--- src/cgsi_regs.vh ---
// register offsets, field positions, reset values for the global status block
// assumes byte addresses on an axi4-lite bus, one register per 32-bit word
//
// Overview of operation
// - enabled flag shows true controller state, no irq
// - bus-off status; only entry raises irq
// - error-passive status never raises an irq
// - bit 7 is read-only OR of all sources but timer overrun
// - bus-off flag set only passive to off
// - timer overrun set on 0xffff to 0 wrap
// - overrun clears on handler entry or write-one
// - frame-buffer flag set on burst receive done
// - buffer flag clears only after configs rewritten
// - stuff flag set on six equal bits
// - crc flag set on crc mismatch
// - form flag set on delimiter/eof violation
// - ack flag set on missing dominant ack
// - write one clears flag, zero keeps it
// - enable bit 7 gates combined request
// - enable bit 6 admits bus-off source
// - bits 5 and 4 admit rx/tx completions
// - bits 3 and 2 admit object errors, buffer
// - enable bit 1 admits general error flags
// - enable bit 0 gates timer overrun request
`ifndef CGSI_REGS_VH
`define CGSI_REGS_VH

`define CGSI_IDX_STATUS 8'hd9
`define CGSI_IDX_FLAGS 8'hda
`define CGSI_IDX_ENABLE 8'hdb
`define CGSI_ADDR_STATUS 10'h364
`define CGSI_ADDR_FLAGS 10'h368
`define CGSI_ADDR_ENABLE 10'h36c
`define CGSI_RST_FLAGS 8'h00
`define CGSI_RST_ENABLE 8'h00

`define CGSI_ST_ENABLED 2
`define CGSI_ST_BUS_OFF 1
`define CGSI_ST_ERR_PASSIVE 0

`define CGSI_F_COMBINED 7
`define CGSI_F_BUS_OFF 6
`define CGSI_F_TIMER_OVR 5
`define CGSI_F_FRAME_BUF 4
`define CGSI_F_STUFF 3
`define CGSI_F_CRC 2
`define CGSI_F_FORM 1
`define CGSI_F_ACK 0

`define CGSI_E_COMBINED 7
`define CGSI_E_BUS_OFF 6
`define CGSI_E_RX 5
`define CGSI_E_TX 4
`define CGSI_E_OBJ_ERR 3
`define CGSI_E_FRAME_BUF 2
`define CGSI_E_GEN_ERR 1
`define CGSI_E_TIMER_OVR 0

`define CGSI_RESP_OKAY 2'b00
`define CGSI_RESP_SLVERR 2'b10

`endif

--- src/cgsi_sync2.v ---
// two-flop synchroniser for a bundle of levels from outside the clock domain
// assumes aclk and synchronous active-low aresetn
`timescale 1ns/1ps
`default_nettype none
module cgsi_sync2 #(
  parameter W = 1
) (
  input wire aclk,
  input wire aresetn,
  input wire [W-1:0] async_in,
  output wire [W-1:0] sync_out
);
  reg [W-1:0] meta_q;
  reg [W-1:0] sync_q;
  always @(posedge aclk) begin
    if (!aresetn) begin
      meta_q <= {W{1'b0}};
      sync_q <= {W{1'b0}};
    end else begin
      meta_q <= async_in;
      sync_q <= meta_q;
    end
  end
  assign sync_out = sync_q;
endmodule
`default_nettype wire

--- src/cgsi_top.v ---
// global status and interrupt flags of a can controller, axi4-lite slave
// assumes event pulses come from the protocol engine on aclk; the
// controller state levels come from another domain and are synchronised
//
// The AXI4-Lite interface to the registers was chosen for this implementation.
`timescale 1ns/1ps
`default_nettype none
`include "cgsi_regs.vh"
module cgsi_top (
  input wire aclk,
  input wire aresetn,
  input wire [31:0] s_axi_awaddr,
  input wire [2:0] s_axi_awprot,
  input wire s_axi_awvalid,
  output wire s_axi_awready,
  input wire [31:0] s_axi_wdata,
  input wire [3:0] s_axi_wstrb,
  input wire s_axi_wvalid,
  output wire s_axi_wready,
  output wire [1:0] s_axi_bresp,
  output wire s_axi_bvalid,
  input wire s_axi_bready,
  input wire [31:0] s_axi_araddr,
  input wire [2:0] s_axi_arprot,
  input wire s_axi_arvalid,
  output wire s_axi_arready,
  output wire [31:0] s_axi_rdata,
  output wire [1:0] s_axi_rresp,
  output wire s_axi_rvalid,
  input wire s_axi_rready,
  input wire controller_enabled_in,
  input wire bus_off_in,
  input wire error_passive_in,
  input wire timer_wrap,
  input wire timer_handler_ack,
  input wire frame_buffer_done,
  input wire object_configs_rewritten,
  input wire stuff_error,
  input wire crc_error,
  input wire form_error,
  input wire ack_error,
  input wire object_rx_irq,
  input wire object_tx_irq,
  input wire object_err_irq,
  output wire controller_irq,
  output wire timer_overrun_irq
);
  // controller state levels cross into aclk
  wire [2:0] state_sync;
  cgsi_sync2 #(.W(3)) u_state_sync (
    .aclk(aclk),
    .aresetn(aresetn),
    .async_in({controller_enabled_in, bus_off_in, error_passive_in}),
    .sync_out(state_sync)
  );
  wire controller_enabled_flag = state_sync[2];
  wire bus_off_state = state_sync[1];
  wire error_passive_state = state_sync[0];

  reg bus_off_prev_q;
  reg passive_prev_q;
  reg bus_off_irq_flag_q;
  reg timer_overrun_flag_q;
  reg frame_buffer_done_flag_q;
  reg stuff_error_flag_q;
  reg crc_error_flag_q;
  reg form_error_flag_q;
  reg ack_error_flag_q;
  reg [7:0] enable_q;

  // write channel
  reg aw_held_q;
  reg w_held_q;
  reg [31:0] awaddr_q;
  reg [31:0] wdata_q;
  reg [3:0] wstrb_q;
  reg bvalid_q;
  reg [1:0] bresp_q;

  assign s_axi_awready = !aw_held_q && !bvalid_q;
  assign s_axi_wready = !w_held_q && !bvalid_q;
  assign s_axi_bvalid = bvalid_q;
  assign s_axi_bresp = bresp_q;

  wire aw_fire = s_axi_awvalid && s_axi_awready;
  wire w_fire = s_axi_wvalid && s_axi_wready;
  wire aw_have = aw_held_q || aw_fire;
  wire w_have = w_held_q || w_fire;
  wire [31:0] wr_addr = aw_held_q ? awaddr_q : s_axi_awaddr;
  wire [31:0] wr_data = w_held_q ? wdata_q : s_axi_wdata;
  wire [3:0] wr_strb = w_held_q ? wstrb_q : s_axi_wstrb;
  wire wr_go = aw_have && w_have && !bvalid_q;
  wire wr_hit_flags = wr_addr[9:2] == `CGSI_IDX_FLAGS
    && wr_addr[31:10] == 22'h000000;
  wire wr_hit_enable = wr_addr[9:2] == `CGSI_IDX_ENABLE
    && wr_addr[31:10] == 22'h000000;
  wire wr_hit_status = wr_addr[9:2] == `CGSI_IDX_STATUS
    && wr_addr[31:10] == 22'h000000;
  wire wr_lane0 = wr_go && wr_strb[0];
  wire [7:0] clr = (wr_lane0 && wr_hit_flags) ? wr_data[7:0] : 8'h00;

  always @(posedge aclk) begin
    if (!aresetn) begin
      aw_held_q <= 1'b0;
      w_held_q <= 1'b0;
      awaddr_q <= 32'h00000000;
      wdata_q <= 32'h00000000;
      wstrb_q <= 4'h0;
      bvalid_q <= 1'b0;
      bresp_q <= `CGSI_RESP_OKAY;
    end else begin
      if (wr_go) begin
        aw_held_q <= 1'b0;
        w_held_q <= 1'b0;
        bvalid_q <= 1'b1;
        bresp_q <= (wr_hit_flags || wr_hit_enable || wr_hit_status) ?
          `CGSI_RESP_OKAY : `CGSI_RESP_SLVERR;
      end else begin
        if (aw_fire) begin
          aw_held_q <= 1'b1;
          awaddr_q <= s_axi_awaddr;
        end
        if (w_fire) begin
          w_held_q <= 1'b1;
          wdata_q <= s_axi_wdata;
          wstrb_q <= s_axi_wstrb;
        end
        if (bvalid_q && s_axi_bready) begin
          bvalid_q <= 1'b0;
        end
      end
    end
  end

  // enable register
  always @(posedge aclk) begin
    if (!aresetn) begin
      enable_q <= `CGSI_RST_ENABLE;
    end else if (wr_lane0 && wr_hit_enable) begin
      enable_q <= wr_data[7:0];
    end
  end

  // sticky flags; a set in the same cycle as a clear wins
  always @(posedge aclk) begin
    if (!aresetn) begin
      bus_off_prev_q <= 1'b0;
      passive_prev_q <= 1'b0;
      bus_off_irq_flag_q <= 1'b0;
      timer_overrun_flag_q <= 1'b0;
      frame_buffer_done_flag_q <= 1'b0;
      stuff_error_flag_q <= 1'b0;
      crc_error_flag_q <= 1'b0;
      form_error_flag_q <= 1'b0;
      ack_error_flag_q <= 1'b0;
    end else begin
      bus_off_prev_q <= bus_off_state;
      passive_prev_q <= error_passive_state;
      // entry only, from error passive
      if (bus_off_state && !bus_off_prev_q && passive_prev_q) begin
        bus_off_irq_flag_q <= 1'b1;
      end else if (clr[`CGSI_F_BUS_OFF]) begin
        bus_off_irq_flag_q <= 1'b0;
      end
      if (timer_wrap) begin
        timer_overrun_flag_q <= 1'b1;
      end else if (clr[`CGSI_F_TIMER_OVR] || timer_handler_ack) begin
        timer_overrun_flag_q <= 1'b0;
      end
      if (frame_buffer_done) begin
        frame_buffer_done_flag_q <= 1'b1;
      end else if (clr[`CGSI_F_FRAME_BUF] && object_configs_rewritten) begin
        frame_buffer_done_flag_q <= 1'b0;
      end
      if (stuff_error) begin
        stuff_error_flag_q <= 1'b1;
      end else if (clr[`CGSI_F_STUFF]) begin
        stuff_error_flag_q <= 1'b0;
      end
      if (crc_error) begin
        crc_error_flag_q <= 1'b1;
      end else if (clr[`CGSI_F_CRC]) begin
        crc_error_flag_q <= 1'b0;
      end
      if (form_error) begin
        form_error_flag_q <= 1'b1;
      end else if (clr[`CGSI_F_FORM]) begin
        form_error_flag_q <= 1'b0;
      end
      if (ack_error) begin
        ack_error_flag_q <= 1'b1;
      end else if (clr[`CGSI_F_ACK]) begin
        ack_error_flag_q <= 1'b0;
      end
    end
  end

  wire gen_err_any = stuff_error_flag_q || crc_error_flag_q ||
    form_error_flag_q || ack_error_flag_q;
  // polled image of every source but timer overrun
  wire combined_irq_flag = bus_off_irq_flag_q || frame_buffer_done_flag_q ||
    gen_err_any || object_rx_irq || object_tx_irq || object_err_irq;
  wire src_bus_off = enable_q[`CGSI_E_BUS_OFF] && bus_off_irq_flag_q;
  wire src_rx = enable_q[`CGSI_E_RX] && object_rx_irq;
  wire src_tx = enable_q[`CGSI_E_TX] && object_tx_irq;
  wire src_oerr = enable_q[`CGSI_E_OBJ_ERR] && object_err_irq;
  wire src_fb = enable_q[`CGSI_E_FRAME_BUF] &&
    frame_buffer_done_flag_q;
  wire src_gerr = enable_q[`CGSI_E_GEN_ERR] && gen_err_any;

  reg controller_irq_q;
  reg timer_overrun_irq_q;
  always @(posedge aclk) begin
    if (!aresetn) begin
      controller_irq_q <= 1'b0;
      timer_overrun_irq_q <= 1'b0;
    end else begin
      controller_irq_q <= enable_q[`CGSI_E_COMBINED] && (src_bus_off ||
        src_rx || src_tx || src_oerr || src_fb || src_gerr);
      timer_overrun_irq_q <= enable_q[`CGSI_E_TIMER_OVR] &&
        timer_overrun_flag_q;
    end
  end
  assign controller_irq = controller_irq_q;
  assign timer_overrun_irq = timer_overrun_irq_q;

  // read channel
  reg rvalid_q;
  reg [31:0] rdata_q;
  reg [1:0] rresp_q;
  assign s_axi_arready = !rvalid_q;
  assign s_axi_rvalid = rvalid_q;
  assign s_axi_rdata = rdata_q;
  assign s_axi_rresp = rresp_q;
  wire ar_fire = s_axi_arvalid && !rvalid_q;
  wire rd_low = s_axi_araddr[31:10] == 22'h000000;
  wire [7:0] rd_word = s_axi_araddr[9:2];
  // status carries levels only, no event logic
  wire [7:0] status_val = {5'h00, controller_enabled_flag, bus_off_state,
    error_passive_state};
  wire [7:0] flags_val = {combined_irq_flag, bus_off_irq_flag_q,
    timer_overrun_flag_q, frame_buffer_done_flag_q, stuff_error_flag_q,
    crc_error_flag_q, form_error_flag_q, ack_error_flag_q};

  always @(posedge aclk) begin
    if (!aresetn) begin
      rvalid_q <= 1'b0;
      rdata_q <= 32'h00000000;
      rresp_q <= `CGSI_RESP_OKAY;
    end else if (ar_fire) begin
      rvalid_q <= 1'b1;
      rresp_q <= `CGSI_RESP_OKAY;
      if (rd_low && rd_word == `CGSI_IDX_STATUS) begin
        rdata_q <= {24'h000000, status_val};
      end else if (rd_low && rd_word == `CGSI_IDX_FLAGS) begin
        rdata_q <= {24'h000000, flags_val};
      end else if (rd_low && rd_word == `CGSI_IDX_ENABLE) begin
        rdata_q <= {24'h000000, enable_q};
      end else begin
        rdata_q <= 32'h00000000;
        rresp_q <= `CGSI_RESP_SLVERR;
      end
    end else if (rvalid_q && s_axi_rready) begin
      rvalid_q <= 1'b0;
    end
  end
endmodule
`default_nettype wire

--- config.mk ---
export PLATFORM = sky130hd
export DESIGN_NAME = cgsi_top
export DESIGN_NICKNAME = d
export VERILOG_FILES = /design/src/cgsi_sync2.v /design/src/cgsi_top.v
export VERILOG_INCLUDE_DIRS = /design/src
export SDC_FILE = /design/constraint.sdc
export NUM_CORES = 1
export LEC_CHECK = 0
export BUFFER_PORTS_ARGS = -buffer_cell sky130_fd_sc_hd__buf_2
export CAP_MARGIN = 20
export CORE_AREA = 5 5 85 103
export CTS_BUF_LIST = sky130_fd_sc_hd__clkbuf_4
export CTS_CLUSTER_SIZE = 20
export DETAILED_ROUTE_END_ITERATION = 16
export DIE_AREA = 0 0 90 108
export GPL_TIMING_DRIVEN = 0
export PLACE_DENSITY = 0.81
export SYNTH_ARGS = -nofsm -noshare
export SYNTH_HDL_FRONTEND = slang
export SYNTH_HIERARCHICAL = 1
export SYNTH_SLANG_ARGS = --single-unit
--- constraint.sdc ---
create_clock -name aclk -period 2.1 [get_ports aclk]
set_input_delay 0.42 -clock aclk [delete_from_list [all_inputs] [get_ports aclk]]
set_output_delay 0.42 -clock aclk [all_outputs]
set_load 0.05 [all_outputs]
==> results.toml <==
[status]
outcome = "complete, no violations"

[worst_setup_path]
worstSetupPathType = "reg2reg"
worstRegToRegCells = 6
reg2reg_from = "aw_held_q$_SDFFE_PP0P_"
cp_top_family = "simple AND/OR/NAND/NOR gates"
r2r_end = "ack_error_flag_q$_SDFFE_PN0P_"
crit_arrival_ps = 2210
crit_path_end_kind = "flop"
path_max_fanout = 10
startpoint_type = "flop"
worstPathCellList = "buf_4, nor4_1, nand4_1, o22a_1, nor3_4, a31oi_1"
slowest_delay_ps = 400
regToRegSetupSlack_ps = 200
required_ps = 2410
timing.critical_path.buf_inv = 1
cpMaxStageDelayCell = "nor3_4"

[synthesis]
netlist_instances = 411
ys_seq_area_share_pct = 43.6
ys_types = 46
synth_largest_area_cell = "dfxtp_1"
synth.avg_cell_area_sq_um = 8.72
synth_area_sq_um = 3580
synth_top_cell_area_share_pct = 43.6
yosys_warnings = 6
ys_ff_latch = 78
netlist_top_cells_area = "dfxtp_1 (44%), nand2_1 (9.0%), mux2i_1 (8.7%)"

[grt]
grt.busiest_layer = "met2"
grt_util_met1_pct = 19.8
met2_usage_pct = 32.7
grt_pass1_wl_mm = 14.7
antenna_found_initial = 0
grt_pass1_vias = 3232
grt_max_degree = 15
grt_use_total_pct = 18.0
grtUsageMet3_pct = 5.92
grt.overflow.total = 0

[power_and_ir_drop]
ir_drop_mv = 0.436
p_leak_nw = 1.95
powerDensity_nw_per_um2 = 701

[clock_tree]
cts.clk_slew.worst_paths_ps = 130
insertion_delay_ps = 420
ctsHoldBuffers = 0
cts_sinks = 78
cts_buffers = 9
cts_root_buf = "clkbuf_4"
cts_tree = "done"
h-tree-depth = 3
clockBufferDepth = 2

[placed_design]
post-place-cells = 633
io_buffers = 105
placed_area_sq_um = 4320
gp_congestion = 0.803
pre_cts_ws_ps = -90.3
hpwl_mm = 7.08

[sta]
final-hold-violation-count = 0
fin_hold_ws_ps = 201
setup-violations-final = 0
slew_viol_final = 0
skew_ps = 15.4
rsz0062_at_grt = "no"
fin_setup_tns_ps = 0
fmax_ghz = 0.526
fin_crit_sh_pct = 90.5
setup_ws_ps = 199
fin_crit_ps = 1900

[floorplanning]
initial_core_util_pct = 47.3
coreArea_sq_um = 7580
die_width_um = 90
die_area_sq_um = 9720
die_h_um = 108
core.rowCount = 35
ioPinCount = 170

[final_layout]
finalNetCount = 679
fillers = 690
fin_cells = 648
design_area_sq_um = 4470
seq_area_sq_um = 1560
drive_gt1_share_pct = 29.1
n_antenna_cell = 0
multi_input_area_sq_um = 1840
area_delta_synth_final_pct = 24.8

[detailed_routing]
drc = 0
drtPass1Iterations = 4
ant_nets = 0
viasPerCell = 5.01
drt_iter0_drc = 114
drt_wl_total_mm = 8.74
vias = 3246
wl_per_cell_um = 13.5

[min_path]
hold_path_class = "in2reg"
holdPathStages = 2
hold_start = "bus_off_in"
whs_endpoint = "u_state_sync/meta_q[1]$_SDFF_PN0_"

[job]
maxCapViolations = 0
report_power, final:
part	switching [mW]	internal [mW]
sequential	0.0395	1.54
clock	0.496	0.465
combinational	0.369	0.223
total	0.904	2.23
synthesized netlist by cell type, drive strengths merged:
cell and n:
nor4 16, o22a 1, a222oi 1, nand3b 2
a31oi 3, nor2 19, or2 1, dfxtp 78
and3 1, nand2 86, nor4b 2, inv 5
and3b 2, mux2 3, and2 8, nand2b 7
clkbuf 15, o2111ai 1, a21boi 32, nor3b 1
or4 1, conb 1, a22oi 1, nand4b 2
o211a 1, nand4 3, nor3 9, o21ai 18
mux2i 31, buf 29, a21oi 12, nand3 1
nand4bb 1, or3 2, o221a 1, o211ai 2
nor2b 12
cell families (layout without fill, tap and decap cells):
kind of cell           count (synthesis)  count (layout)  synth area share (%)
AOI/OAI and AO/OA                     73              73                  13.6
buffers and inverters                 49             169                  8.00
DFF                                   78              78                  43.6
muxes                                 34              34                  9.60
other                                  1              26                 0.105
and+or+nand+nor                      176             176                  25.1
layout by cell type, fill, tap and decap left out, drive strengths merged, types with 9 or more instances in the layout:
master and instances:
dfxtp 78, nor2b 12, nor2 19, clkbuf 24, nor4 16, a21boi 32, nor3 9, buf 134
conb 26, a21oi 12, mux2i 31, o21ai 18, nand2 86
repair_timing:
item / CTS / global route
gates cloned: 0 / 0
pin swaps: 0 / 0
endpoints found under the setup margin: 1 / 7
resized for setup: 1 / 1
setup buffers: 0 / 0
routing by layer:
layer / wire length, um / vias up / part of all wire, %
met5: 0 / - / 0
met4: 127 / 0 / 1.5
met3: 704 / 13 / 8.1
met2: 4500 / 103 / 52
met1: 3400 / 1482 / 39
li1: - / 1648 / -
area by class of cell:
type	instances	area share [%]
multi-input combinational	309	41.1
clock buffer	9	1.51
tap	92	2.57
sequential	78	34.9
inverter	5	0.420
clock inverter	6	1.74
buffer	44	6.02
timing repair buffer	105	11.8
per-stage QoR:
| stage | util, % | power, mW |
|---|---|---|
| finish | 59.0 | 3.13 |
| global route | 59.0 | 3.27 |
| CTS | 58.9 | 3.15 |
| detailed placement | 57.0 | 2.20 |
| global placement | 57.0 | 2.19 |
| floorplan | - | 2.02 |
sequential cells by signal (all words and copies together) (netlist names), 3 cells and up:
register and cells:
awaddr_q 30, s_axi_rdata 8, u_state_sync/sync_out 3, enable_q 8
u_state_sync/meta_q 3, wdata_q 8
worst max path at each step:
stage | from | to | cells past startpoint
after floorplan | s_axi_araddr[14] | s_axi_rdata[3]$_SDFFE_PN0P_ | 5
after global placement | s_axi_awaddr[29] | ack_error_flag_q$_SDFFE_PN0P_ | 6
after detailed placement | s_axi_awaddr[29] | ack_error_flag_q$_SDFFE_PN0P_ | 6
after CTS | aw_held_q$_SDFFE_PP0P_ | ack_error_flag_q$_SDFFE_PN0P_ | 6
after global routing | aw_held_q$_SDFFE_PP0P_ | enable_q[3]$_SDFFE_PN0P_ | 6
final | aw_held_q$_SDFFE_PP0P_ | ack_error_flag_q$_SDFFE_PN0P_ | 6
No activity file was read; power rests on OpenSTA's default activity.
